===== src/shared/usbep_regs.vh =====
// Register map, field positions, reset values and counts of the endpoint flag block.
`ifndef USBEP_REGS_VH
`define USBEP_REGS_VH

`define USBEP_NUM_EP          4
`define USBEP_ADDR_W          12
`define USBEP_EP_STRIDE_SH    5

`define USBEP_IN_FLAGS_OFF    12'h908
`define USBEP_IN0_LEN_OFF     12'h910
`define USBEP_OUT_FLAGS_OFF   12'hb08
`define USBEP_OUT0_LEN_OFF    12'hb10

`define USBEP_IN_FLAGS_RST    8'h80
`define USBEP_OUT_FLAGS_RST   8'h00
`define USBEP_LEN_RST         32'h00000000

`define USBEP_FLG_TX_FIFO_EMPTY_FLAG        7
`define USBEP_FLG_NAKEFF      6
`define USBEP_FLG_BTB         6
`define USBEP_FLG_FIFO_ERR    4
`define USBEP_FLG_TIMEOUT     3
`define USBEP_FLG_SETUP_DONE  3
`define USBEP_FLG_ENDPOINT_DISABLED_FLAG       1
`define USBEP_FLG_XFER_DONE   0

`define USBEP_IN_FLAGS_MASK   8'hdb
`define USBEP_OUT_FLAGS_MASK  8'h5b

`define USBEP_IN_PACKET_COUNT_HI      20
`define USBEP_IN_PACKET_COUNT_LO      19
`define USBEP_OUT_PACKET_COUNT_BIT    19
`define USBEP_STP_HI          30
`define USBEP_STP_LO          29
`define USBEP_TRANSFER_BYTE_TOTAL_HI         6
`define USBEP_TRANSFER_BYTE_TOTAL_LO         0

`define USBEP_BTB_LIMIT       3'h3

`endif


===== src/logic/usbep_flags.v =====
// Endpoint event flag registers and endpoint-0 transfer length counters.
`timescale 1ns/1ps
`include "usbep_regs.vh"

module usbep_flags (
  input  wire        clk_i,
  input  wire        rst_i,
  input  wire [11:0] addr_i,
  input  wire [31:0] wdata_i,
  input  wire        wr_i,
  input  wire        rd_i,
  output reg  [31:0] rdata_o,
  input  wire [3:0]  tx_fifo_at_threshold_i,
  input  wire [3:0]  set_nak_effective_i,
  input  wire [3:0]  clear_nak_request_i,
  input  wire [3:0]  in_token_fifo_empty_i,
  input  wire [3:0]  ctrl_in_timeout_i,
  input  wire [3:0]  in_ep_disabled_i,
  input  wire [3:0]  in_xfer_done_i,
  input  wire [3:0]  out_ep_disabled_i,
  input  wire [3:0]  out_xfer_done_i,
  input  wire [3:0]  out_token_no_room_i,
  input  wire [3:0]  setup_rx_i,
  input  wire [3:0]  data_token_rx_i,
  input  wire        ep0_in_pkt_sent_i,
  input  wire        ep0_in_fifo_wr_done_i,
  input  wire [6:0]  ep0_in_fifo_wr_bytes_i,
  input  wire        ep0_out_pkt_rx_i,
  input  wire        ep0_out_fifo_rd_done_i,
  input  wire [6:0]  ep0_out_fifo_rd_bytes_i,
  output reg  [3:0]  out_drop_nak_o,
  output reg  [1:0]  ep0_in_packet_count_o,
  output reg         ep0_out_packet_count_o,
  output reg  [1:0]  ep0_setup_allowance_o
);

  wire [31:0] in_flags_rd;
  wire [31:0] out_flags_rd;
  wire [3:0]  in_hit;
  wire [3:0]  out_hit;
  wire        ep0_btb_event;
  reg  [6:0]  in_transfer_byte_total_q;
  reg  [6:0]  out_transfer_byte_total_q;
  reg  [6:0]  in_transfer_byte_total_d;
  reg  [6:0]  out_transfer_byte_total_d;
  reg  [1:0]  in_packet_count_d;
  reg         out_packet_count_d;
  reg  [1:0]  stp_d;
  reg  [31:0] rdata_d;
  wire        in_len_hit;
  wire        out_len_hit;
  wire        in_len_wr;
  wire        out_len_wr;
  reg  [7:0]  flag_rd_d;
  reg  [31:0] len_rd_d;

  assign in_len_hit  = (addr_i == `USBEP_IN0_LEN_OFF);
  assign out_len_hit = (addr_i == `USBEP_OUT0_LEN_OFF);
  assign in_len_wr   = wr_i && in_len_hit;
  assign out_len_wr  = wr_i && out_len_hit;

  genvar ep;
  generate
    for (ep = 0; ep < `USBEP_NUM_EP; ep = ep + 1) begin : g_ep
      reg  [7:0] in_q;
      reg  [7:0] out_q;
      reg  [7:0] in_d;
      reg  [7:0] out_d;
      reg  [2:0] btb_cnt_q;
      reg  [2:0] btb_cnt_d;
      reg        after_setup_q;
      wire [7:0] in_set;
      wire [7:0] out_set;
      reg  [7:0] in_clr;
      reg  [7:0] out_clr;
      wire       in_wr;
      wire       out_wr;
      wire       btb_hit;

      assign in_hit[ep]  = (addr_i == (`USBEP_IN_FLAGS_OFF +
                            (ep << `USBEP_EP_STRIDE_SH)));
      assign out_hit[ep] = (addr_i == (`USBEP_OUT_FLAGS_OFF +
                            (ep << `USBEP_EP_STRIDE_SH)));

      // Event inputs mapped onto the flag bits.
      assign in_set = {1'b0,
                       set_nak_effective_i[ep],
                       1'b0,
                       in_token_fifo_empty_i[ep],
                       ctrl_in_timeout_i[ep],
                       1'b0,
                       in_ep_disabled_i[ep],
                       in_xfer_done_i[ep]};

      assign btb_hit = setup_rx_i[ep] && (btb_cnt_q == `USBEP_BTB_LIMIT);
      assign out_set = {1'b0,
                        btb_hit | ((ep == 0) ? ep0_btb_event : 1'b0),
                        1'b0,
                        out_token_no_room_i[ep],
                        after_setup_q & data_token_rx_i[ep],
                        1'b0,
                        out_ep_disabled_i[ep],
                        out_xfer_done_i[ep]};

      assign in_wr  = wr_i && in_hit[ep];
      assign out_wr = wr_i && out_hit[ep];

      // Only a written one clears, or for bit 6 a clear-NAK request; the empty indication is never cleared by software.
      always @* begin
        in_clr  = 8'h00;
        out_clr = 8'h00;
        if (in_wr) begin
          in_clr = wdata_i[7:0] & `USBEP_IN_FLAGS_MASK & ~(8'h80);
        end
        if (out_wr) begin
          out_clr = wdata_i[7:0] & `USBEP_OUT_FLAGS_MASK;
        end
      end

      // IN flags: events set, written ones clear, bit 7 mirrors the FIFO level.
      always @* begin
        in_d = in_set | (in_q & ~in_clr);
        if (clear_nak_request_i[ep] && !set_nak_effective_i[ep]) begin
          in_d[`USBEP_FLG_NAKEFF] = 1'b0;
        end
        in_d[`USBEP_FLG_TX_FIFO_EMPTY_FLAG] = tx_fifo_at_threshold_i[ep];
        in_d = in_d & `USBEP_IN_FLAGS_MASK;
      end

      // OUT flags: events set, written ones clear.
      always @* begin
        out_d = (out_set | (out_q & ~out_clr)) & `USBEP_OUT_FLAGS_MASK;
      end

      // Consecutive SETUP counter; a data token breaks the run.
      always @* begin
        btb_cnt_d = btb_cnt_q;
        if (setup_rx_i[ep]) begin
          if (btb_cnt_q != `USBEP_BTB_LIMIT) begin
            btb_cnt_d = btb_cnt_q + 3'h1;
          end
        end else if (data_token_rx_i[ep]) begin
          btb_cnt_d = 3'h0;
        end
      end

      // IN flag register.
      always @(posedge clk_i) begin
        if (rst_i) begin
          in_q <= `USBEP_IN_FLAGS_RST;
        end else begin
          in_q <= in_d;
        end
      end

      // OUT flag register.
      always @(posedge clk_i) begin
        if (rst_i) begin
          out_q <= `USBEP_OUT_FLAGS_RST;
        end else begin
          out_q <= out_d;
        end
      end

      // Consecutive SETUP count.
      always @(posedge clk_i) begin
        if (rst_i) begin
          btb_cnt_q <= 3'h0;
        end else begin
          btb_cnt_q <= btb_cnt_d;
        end
      end

      // Remembers a SETUP whose phase no data token has ended yet.
      always @(posedge clk_i) begin
        if (rst_i) begin
          after_setup_q <= 1'b0;
        end else if (setup_rx_i[ep]) begin
          after_setup_q <= 1'b1;
        end else if (data_token_rx_i[ep]) begin
          after_setup_q <= 1'b0;
        end
      end

      assign in_flags_rd[ep*8 +: 8]  = in_q;
      assign out_flags_rd[ep*8 +: 8] = out_q;
    end
  endgenerate

  // Endpoint-0 SETUP allowance hitting zero raises the back-to-back flag.
  assign ep0_btb_event = setup_rx_i[0] && (ep0_setup_allowance_o == 2'h1);

  // Endpoint-0 IN packet count: a write loads it, each sent packet counts it down, stopping at zero.
  always @* begin
    in_packet_count_d = ep0_in_packet_count_o;
    if (in_len_wr) begin
      in_packet_count_d = wdata_i[`USBEP_IN_PACKET_COUNT_HI:`USBEP_IN_PACKET_COUNT_LO];
    end else if (ep0_in_pkt_sent_i && (ep0_in_packet_count_o != 2'h0)) begin
      in_packet_count_d = ep0_in_packet_count_o - 2'h1;
    end
  end

  // Endpoint-0 IN byte total: each finished FIFO write takes its bytes off.
  always @* begin
    in_transfer_byte_total_d = in_transfer_byte_total_q;
    if (in_len_wr) begin
      in_transfer_byte_total_d = wdata_i[`USBEP_TRANSFER_BYTE_TOTAL_HI:`USBEP_TRANSFER_BYTE_TOTAL_LO];
    end else if (ep0_in_fifo_wr_done_i) begin
      if (in_transfer_byte_total_q > ep0_in_fifo_wr_bytes_i) begin
        in_transfer_byte_total_d = in_transfer_byte_total_q - ep0_in_fifo_wr_bytes_i;
      end else begin
        in_transfer_byte_total_d = 7'h00;
      end
    end
  end

  // Endpoint-0 OUT packet count is one bit wide, so a received packet clears it.
  always @* begin
    out_packet_count_d = ep0_out_packet_count_o;
    if (out_len_wr) begin
      out_packet_count_d = wdata_i[`USBEP_OUT_PACKET_COUNT_BIT];
    end else if (ep0_out_pkt_rx_i) begin
      out_packet_count_d = 1'b0;
    end
  end

  // Endpoint-0 OUT byte total: each finished FIFO read takes its bytes off.
  always @* begin
    out_transfer_byte_total_d = out_transfer_byte_total_q;
    if (out_len_wr) begin
      out_transfer_byte_total_d = wdata_i[`USBEP_TRANSFER_BYTE_TOTAL_HI:`USBEP_TRANSFER_BYTE_TOTAL_LO];
    end else if (ep0_out_fifo_rd_done_i) begin
      if (out_transfer_byte_total_q > ep0_out_fifo_rd_bytes_i) begin
        out_transfer_byte_total_d = out_transfer_byte_total_q - ep0_out_fifo_rd_bytes_i;
      end else begin
        out_transfer_byte_total_d = 7'h00;
      end
    end
  end

  // Endpoint-0 SETUP allowance: each SETUP counts it down, stopping at zero.
  always @* begin
    stp_d = ep0_setup_allowance_o;
    if (out_len_wr) begin
      stp_d = wdata_i[`USBEP_STP_HI:`USBEP_STP_LO];
    end else if (setup_rx_i[0] && (ep0_setup_allowance_o != 2'h0)) begin
      stp_d = ep0_setup_allowance_o - 2'h1;
    end
  end

  // Flag register read-back, one endpoint at a time.
  always @* begin
    flag_rd_d = 8'h00;
    if (in_hit[0]) begin
      flag_rd_d = in_flags_rd[7:0];
    end else if (in_hit[1]) begin
      flag_rd_d = in_flags_rd[15:8];
    end else if (in_hit[2]) begin
      flag_rd_d = in_flags_rd[23:16];
    end else if (in_hit[3]) begin
      flag_rd_d = in_flags_rd[31:24];
    end else if (out_hit[0]) begin
      flag_rd_d = out_flags_rd[7:0];
    end else if (out_hit[1]) begin
      flag_rd_d = out_flags_rd[15:8];
    end else if (out_hit[2]) begin
      flag_rd_d = out_flags_rd[23:16];
    end else if (out_hit[3]) begin
      flag_rd_d = out_flags_rd[31:24];
    end
  end

  // Length register read-back; reserved bits read zero.
  always @* begin
    len_rd_d = 32'h00000000;
    if (in_len_hit) begin
      len_rd_d[`USBEP_IN_PACKET_COUNT_HI:`USBEP_IN_PACKET_COUNT_LO] = ep0_in_packet_count_o;
      len_rd_d[`USBEP_TRANSFER_BYTE_TOTAL_HI:`USBEP_TRANSFER_BYTE_TOTAL_LO]       = in_transfer_byte_total_q;
    end else if (out_len_hit) begin
      len_rd_d[`USBEP_STP_HI:`USBEP_STP_LO]   = ep0_setup_allowance_o;
      len_rd_d[`USBEP_OUT_PACKET_COUNT_BIT]           = ep0_out_packet_count_o;
      len_rd_d[`USBEP_TRANSFER_BYTE_TOTAL_HI:`USBEP_TRANSFER_BYTE_TOTAL_LO] = out_transfer_byte_total_q;
    end
  end

  // Register read mux; unmapped addresses read zero.
  always @* begin
    rdata_d = 32'h00000000;
    if (in_len_hit || out_len_hit) begin
      rdata_d = len_rd_d;
    end else begin
      rdata_d[7:0] = flag_rd_d;
    end
  end

  // Read data stand only in the cycle after the read strobe.
  always @(posedge clk_i) begin
    if (rst_i) begin
      rdata_o <= 32'h00000000;
    end else begin
      rdata_o <= rd_i ? rdata_d : 32'h00000000;
    end
  end

  // Drop-and-NAK answer follows an overrun by one cycle.
  always @(posedge clk_i) begin
    if (rst_i) begin
      out_drop_nak_o <= 4'h0;
    end else begin
      out_drop_nak_o <= out_token_no_room_i;
    end
  end

  // Endpoint-0 IN packet count.
  always @(posedge clk_i) begin
    if (rst_i) begin
      ep0_in_packet_count_o <= 2'h0;
    end else begin
      ep0_in_packet_count_o <= in_packet_count_d;
    end
  end

  // Endpoint-0 OUT packet count.
  always @(posedge clk_i) begin
    if (rst_i) begin
      ep0_out_packet_count_o <= 1'b0;
    end else begin
      ep0_out_packet_count_o <= out_packet_count_d;
    end
  end

  // Endpoint-0 SETUP allowance.
  always @(posedge clk_i) begin
    if (rst_i) begin
      ep0_setup_allowance_o <= 2'h0;
    end else begin
      ep0_setup_allowance_o <= stp_d;
    end
  end

  // Endpoint-0 IN byte total.
  always @(posedge clk_i) begin
    if (rst_i) begin
      in_transfer_byte_total_q <= 7'h00;
    end else begin
      in_transfer_byte_total_q <= in_transfer_byte_total_d;
    end
  end

  // Endpoint-0 OUT byte total.
  always @(posedge clk_i) begin
    if (rst_i) begin
      out_transfer_byte_total_q <= 7'h00;
    end else begin
      out_transfer_byte_total_q <= out_transfer_byte_total_d;
    end
  end

endmodule // usbep_flags


===== config.mk =====
export PLATFORM = sky130hd
export DESIGN_NAME = usbep_flags
export DESIGN_NICKNAME = d
export VERILOG_FILES = /design/src/logic/usbep_flags.v
export VERILOG_INCLUDE_DIRS = /design/src /design/src/shared
export SDC_FILE = /design/constraint.sdc
export NUM_CORES = 1
export LEC_CHECK = 0
export BUFFER_PORTS_ARGS = -buffer_cell sky130_fd_sc_hd__buf_2
export CAP_MARGIN = 20
export CORE_ASPECT_RATIO = 1.75
export CORE_MARGIN = 4
export CORE_UTILIZATION = 56
export CTS_CLUSTER_DIAMETER = 30
export DETAILED_ROUTE_END_ITERATION = 8
export GPL_TIMING_DRIVEN = 0
export PLACE_DENSITY_LB_ADDON = 0.15
export SETUP_SLACK_MARGIN = 0.3
export SLEW_MARGIN = 30
export SYNTH_ARGS = -nofsm -noshare
export SYNTH_HDL_FRONTEND = slang
export SYNTH_SLANG_ARGS = --single-unit

===== constraint.sdc =====
create_clock -name clk_i -period 5.2 [get_ports clk_i]
set_input_delay 1.04 -clock clk_i [delete_from_list [all_inputs] [get_ports clk_i]]
set_output_delay 1.04 -clock clk_i [all_outputs]
set_load 0.01 [all_outputs]

# Word-level counts from Yosys, hierarchy flattened
# Index checks and enable logic that the tools add are counted.
[word_totals]
reg_bits = 123
in_bits = 114
out_inout_bits = 41
wordCells = 204
[op_classes]
addsub = 8
magnitude_cmp = 2
eq_ne = 23
n_mux = 53
bitwise_logic = 33
n_reduce_logical = 50
[ops]
columns = ["op", "count"]
rows = [
  ["7-bit two-way mux", 21],
  ["12-bit equality test (second input constant)", 10],
  ["7-bit AND", 8],
  ["7-bit NOT", 8],
  ["7-bit bitwise OR", 8],
  ["3-bit two-way mux", 12],
  ["8-bit two-way mux", 4],
  ["2-bit nonzero test", 11],
  ["1-bit logical AND", 21],
  ["7-bit greater-than comparator", 2],
  ["7-bit subtractor", 2],
  ["3-bit by 1-bit adder with 3-bit output (second input constant)", 4],
  ["3-bit by 2-bit equality test with 1-bit output (second input constant)", 4],
  ["1-bit two-way mux", 12],
  ["3-bit by 2-bit inequality test with 1-bit output (second input constant)", 4],
  ["2-bit OR reduction", 5],
  ["2-bit two-way mux", 4],
  ["2-bit by 1-bit inequality test with 1-bit output (second input constant)", 4],
  ["2-bit AND reduction", 4],
  ["3-bit OR reduction", 2],
  ["5-bit OR reduction", 1],
  ["1-bit AND", 4],
  ["1-bit zero test", 4],
  ["1-bit NOT", 4],
  ["other kinds (5)", 6],
]

# Depth between registers and ports, before layout
[logic_depth]
ltp_word = 10
mapped_depth = 10
ltp_nobuf = 10

# Least setup slack after synthesis
# Ideal clock, no wire load.
[synth_path]
kind = "input-to-reg"
from = "input addr_i[2]"
to = "register in_transfer_byte_total_q[4]"
setup_ps = 137
t_arrival_ps = 2437
required_ps = 5063
path_slack_ps = 2626
cell_stages = 8
n_path_buf = 2
cell_sequence = "nor4_4 and4b_4 and3_1 buf_4 buf_4 nor3b_1 a21oi_1 o32ai_2"
[synth_between]
elab_chain_cells = 3
word_cells_on_any_way = 4
cone_classes = "eq/ne: 1; mux: 1; reduce/logical: 2"
[synth_rtl]
columns = ["item", "line_no", "rtl"]
rows = [
  ["start, declared", "usbep_flags.v:8", "input wire [11:0] addr_i,"],
  ["12-bit equality test (no source line) *", "--", ""],
  ["1-bit logical AND *", "usbep_flags.v:59", "assign in_len_wr = wr_i && in_len_hit;"],
  ["7-bit two-way mux or 2-bit nonzero test (tied branches)", "--", ""],
  ["end signal, assigned", "usbep_flags.v:346", "in_transfer_byte_total_q <= in_transfer_byte_total_d;"],
  ["end, declared", "usbep_flags.v:42", "reg [6:0] in_transfer_byte_total_q;"],
]
# Mark *: on every way between the ends. The rest lies on a longest branch, timed or not.
# A chain may end at the register's enable or synchronous reset.

# Worst setup path in the final report
[layout_path]
from = "input addr_i[5]"
to = "register g_ep[3].out_q[1]"
[layout_between]
elab_chain_cells = 6
[layout_rtl]
columns = ["item", "line_no", "rtl"]
rows = [
  ["12-bit equality test", "usbep_flags.v:82", "assign out_hit[ep] = (addr_i == (`USBEP_OUT_FLAGS_OFF +"],
  ["1-bit logical AND", "usbep_flags.v:106", "assign out_wr = wr_i && out_hit[ep];"],
  ["7-bit two-way mux", "usbep_flags.v:115", "if (out_wr) begin"],
  ["7-bit NOT", "usbep_flags.v:132", "out_d = (out_set | (out_q & ~out_clr)) & `USBEP_OUT_FLAGS_MASK;"],
  ["7-bit AND", "usbep_flags.v:132", ""],
  ["7-bit bitwise OR", "usbep_flags.v:132", ""],
  ["end signal, assigned", "usbep_flags.v:159", "out_q <= `USBEP_OUT_FLAGS_RST;"],
  ["end signal, assigned", "usbep_flags.v:161", "out_q <= out_d;"],
  ["end, declared", "usbep_flags.v:66", "reg [7:0] out_q;"],
]
# No other way between the ends.

==> results_dict.tcl <==
set metrics [dict create \
    status "finished clean" \
    synth.top_cells.by_area "dfxtp_1 37%, a21oi_1 7.7%, nor2_1 6.2%" \
    grtUsageTotal_pct 28.2 \
    period_needed_ps 2800 \
    dpl.hpwl_microns 11700 \
    first_iter_violations 221 \
    cts_max_level 3 \
    yosysTopAreaCell "dfxtp_1" \
    crit_fanout 10 \
    clock_latency_ps 350 \
    die-area_sq_mm 0.0108 \
    layout.nets 919 \
    final_cell_mix "108 x buf_2, 95 x dfxtp_1, 85 x nor2_1" \
    synth-seq-cells 95 \
    syn_inst 647 \
    timing.max_cap.violations 0 \
    num_io_pins 155 \
    fill_cells 772 \
    rsz0062_at_grt "false" \
    place_congestion 0.943 \
    cp_num_buf_inv 2 \
    maxSlewViolCount 0 \
    synth_enable_flop_cells 0 \
    worstMarginPinSlew_ps 878 \
    vdd_drop_max_mv 0.304 \
    required_ps 5410 \
    yosysWarnings 0 \
    cts_tree "yes" \
    cts-hold-fix-buffers 0 \
    core_area_sq_mm 0.00904 \
    cpPeakStageDelay_ps 650 \
    static-leakage-power_nw 2.66 \
    yosys.area_share.xor_xnor_pct 1.88 \
    hold_viol 0 \
    layout-drive-gt1-share_pct 20.8 \
    synth_top_area_share_pct 37.0 \
    crit_chain "clkbuf_1 -> clkbuf_1 -> nand2_1 -> nor3_1 -> nand2_1 -> a21oi_1 -> nor2_1" \
    setup_ws_ps 2400 \
    cts_setup_buffers 0 \
    synthSimpleGateAreaFrac_pct 23.9 \
    worstPathArrival_ps 3010 \
    synth_top_family_by_area "simple AND/OR/NAND/NOR gates" \
    path_clk_slew_ps 60 \
    dp_slack_ps 2100 \
    final_common_cell "buf_2" \
    crit_family "simple AND/OR/NAND/NOR gates" \
    port_buffers 101 \
    grt_max_degree 15 \
    overflow 0 \
    slew_headroom_pct 40.9 \
    synth_compound_area_share_pct 17.9 \
    grt_pass1_vias 5066 \
    post_cts_resized 0 \
    fin_skew_ps 9.06 \
    synthAdderAreaFrac_pct 6.87 \
    antenna_found_initial 0 \
    setup_viol 0 \
    drcViolationCount 0 \
    fmax_ghz 0.357 \
    ant_nets 0 \
    start_kind "primary input" \
    root_buffer "clkbuf_16" \
    post-route-util_pct 68.4 \
    hold_class "register to register" \
    ys.flop_type "dfxtp_1" \
    synthArstFlopShare_pct 0 \
    synth.avg_cell_area_sq_um 7.94 \
    yosys-mux-area-fraction_pct 3.68 \
    fin_tns_setup_ps 0 \
    p_per_area_mw_per_mm2 281 \
    fin_crit_sh_pct 53.9 \
    area_growth_pct 20.3 \
    num_vias 5014 \
    slowest_stage "nor3_1" \
    cts_buffer_depth 2 \
    dr.pass1.iters 5 \
    synth-seq-area-share_pct 37.0 \
    ys_types 57 \
    worstSetupEndpointType "register" \
    start_util_pct 56.8 \
    rows 46 \
    die-height_microns 135 \
    drt-total-wl_microns 15000 \
    critical_path_class "primary input to register" \
    antenna_cells 0 \
    die_w_microns 80.4 \
    synthesis.area_sq_mm 0.00514 \
    finalPower_w 0.00174 \
    grt_pass1_wl_microns 23500 \
    cts_sinks 95 \
    cts_made_buffers 9 \
    avgViaCountPerCell 5.56 \
    wl_per_cell_microns 16.7 \
]
[final cells by class]
cell class | count | area [sq um] | area share, %
clock inverter | 3 | 67.6 | 1.09
inverter | 41 | 154 | 2.49
multi-input combinational | 476 | 2860 | 46.3
tap | 120 | 150 | 2.43
buffer | 54 | 294 | 4.76
timing repair buffer | 101 | 505 | 8.18
sequential | 95 | 1900 | 30.8
clock buffer | 12 | 246 | 3.99
[metrics by stage]
step / area [sq um] / std cells / hold slack (ps)
6_report: 6180 / 902 / 470
5_1_grt: 6180 / 902 / 494
4_1_cts: 6180 / 902 / 473
3_5_place_dp: 5860 / 887 / 465
3_3_place_gp: 5860 / 887 / 454
2_1_floorplan: 5210 / 666 / 432
[metal layers]
layer,share of wire (%),vias up,global-route usage (%)
met5,0,-,0
met4,4.6,0,16.2
met3,6.4,54,5.01
met2,54,205,53.0
met1,35,2308,28.1
li1,-,2447,-
[worst reg2reg max path, delay by kind of cell (launching register included)]
family	cells	cell delay [ps]
buf+inv	2	120
xor+xnor	1	180
flops	1	320
compound gates	4	660
simple gates	1	120
fa+ha+maj	2	550
[registers in the layout, summed over array words and instances, names as in the netlist, 2 cells and up]
register	count
g_ep.in_q	24
out_transfer_byte_total_q	7
ep0_in_packet_count_o	2
g_ep.after_setup_q	4
ep0_setup_allowance_o	2
in_transfer_byte_total_q	7
g_ep.btb_cnt_q	12
out_drop_nak_o	4
rdata_o	12
g_ep.out_q	20
[Yosys cell counts, types with 4 or more instances]
master	n
buf_4	22
buf_2	7
o22ai_1	8
nand2b_1	10
mux2i_1	11
dfxtp_1	95
or2_2	5
nor3_1	15
a21o_1	4
a22oi_1	6
inv_1	41
nor2_1	85
o21ai_0	20
a31oi_1	4
nor4_1	5
ha_1	25
nand4_1	5
a211oi_1	8
o21ai_1	4
buf_1	6
nor3b_1	18
xnor2_1	8
nand2_1	69
mux2_2	5
a21oi_1	79
nor2b_1	12
clkbuf_1	19
[worst paths after layout]
check,start,endpoint,slack (ps),depth (start not counted)
hold reg to reg,g_ep[3].out_q[6],g_ep[3].out_q[6],470,2
hold / removal,g_ep[3].out_q[6],g_ep[3].out_q[6],470,2
setup reg to reg,in_transfer_byte_total_q[0],in_transfer_byte_total_q[6],3110,10
setup / recovery,addr_i[5],g_ep[3].out_q[1],2400,7
[power breakdown]
part	total, W	internal [W]	leakage [nW]	switching (W)
Sequential	0.000782	0.000763	0.782	0.0000195
Combinational	0.000244	0.000105	1.73	0.000139
Clock	0.000709	0.000432	0.149	0.000276
Total	0.00174	0.00130	2.66	0.000435
[cell families after synthesis]
logic type      after synthesis
other cells                   1
flops                        95
fa+ha+maj                    27
simple gates                247
buf+inv                      95
mux                          17
xor+xnor                     11
compound gates              154
Note: power is estimated with default switching activity, not from simulation.
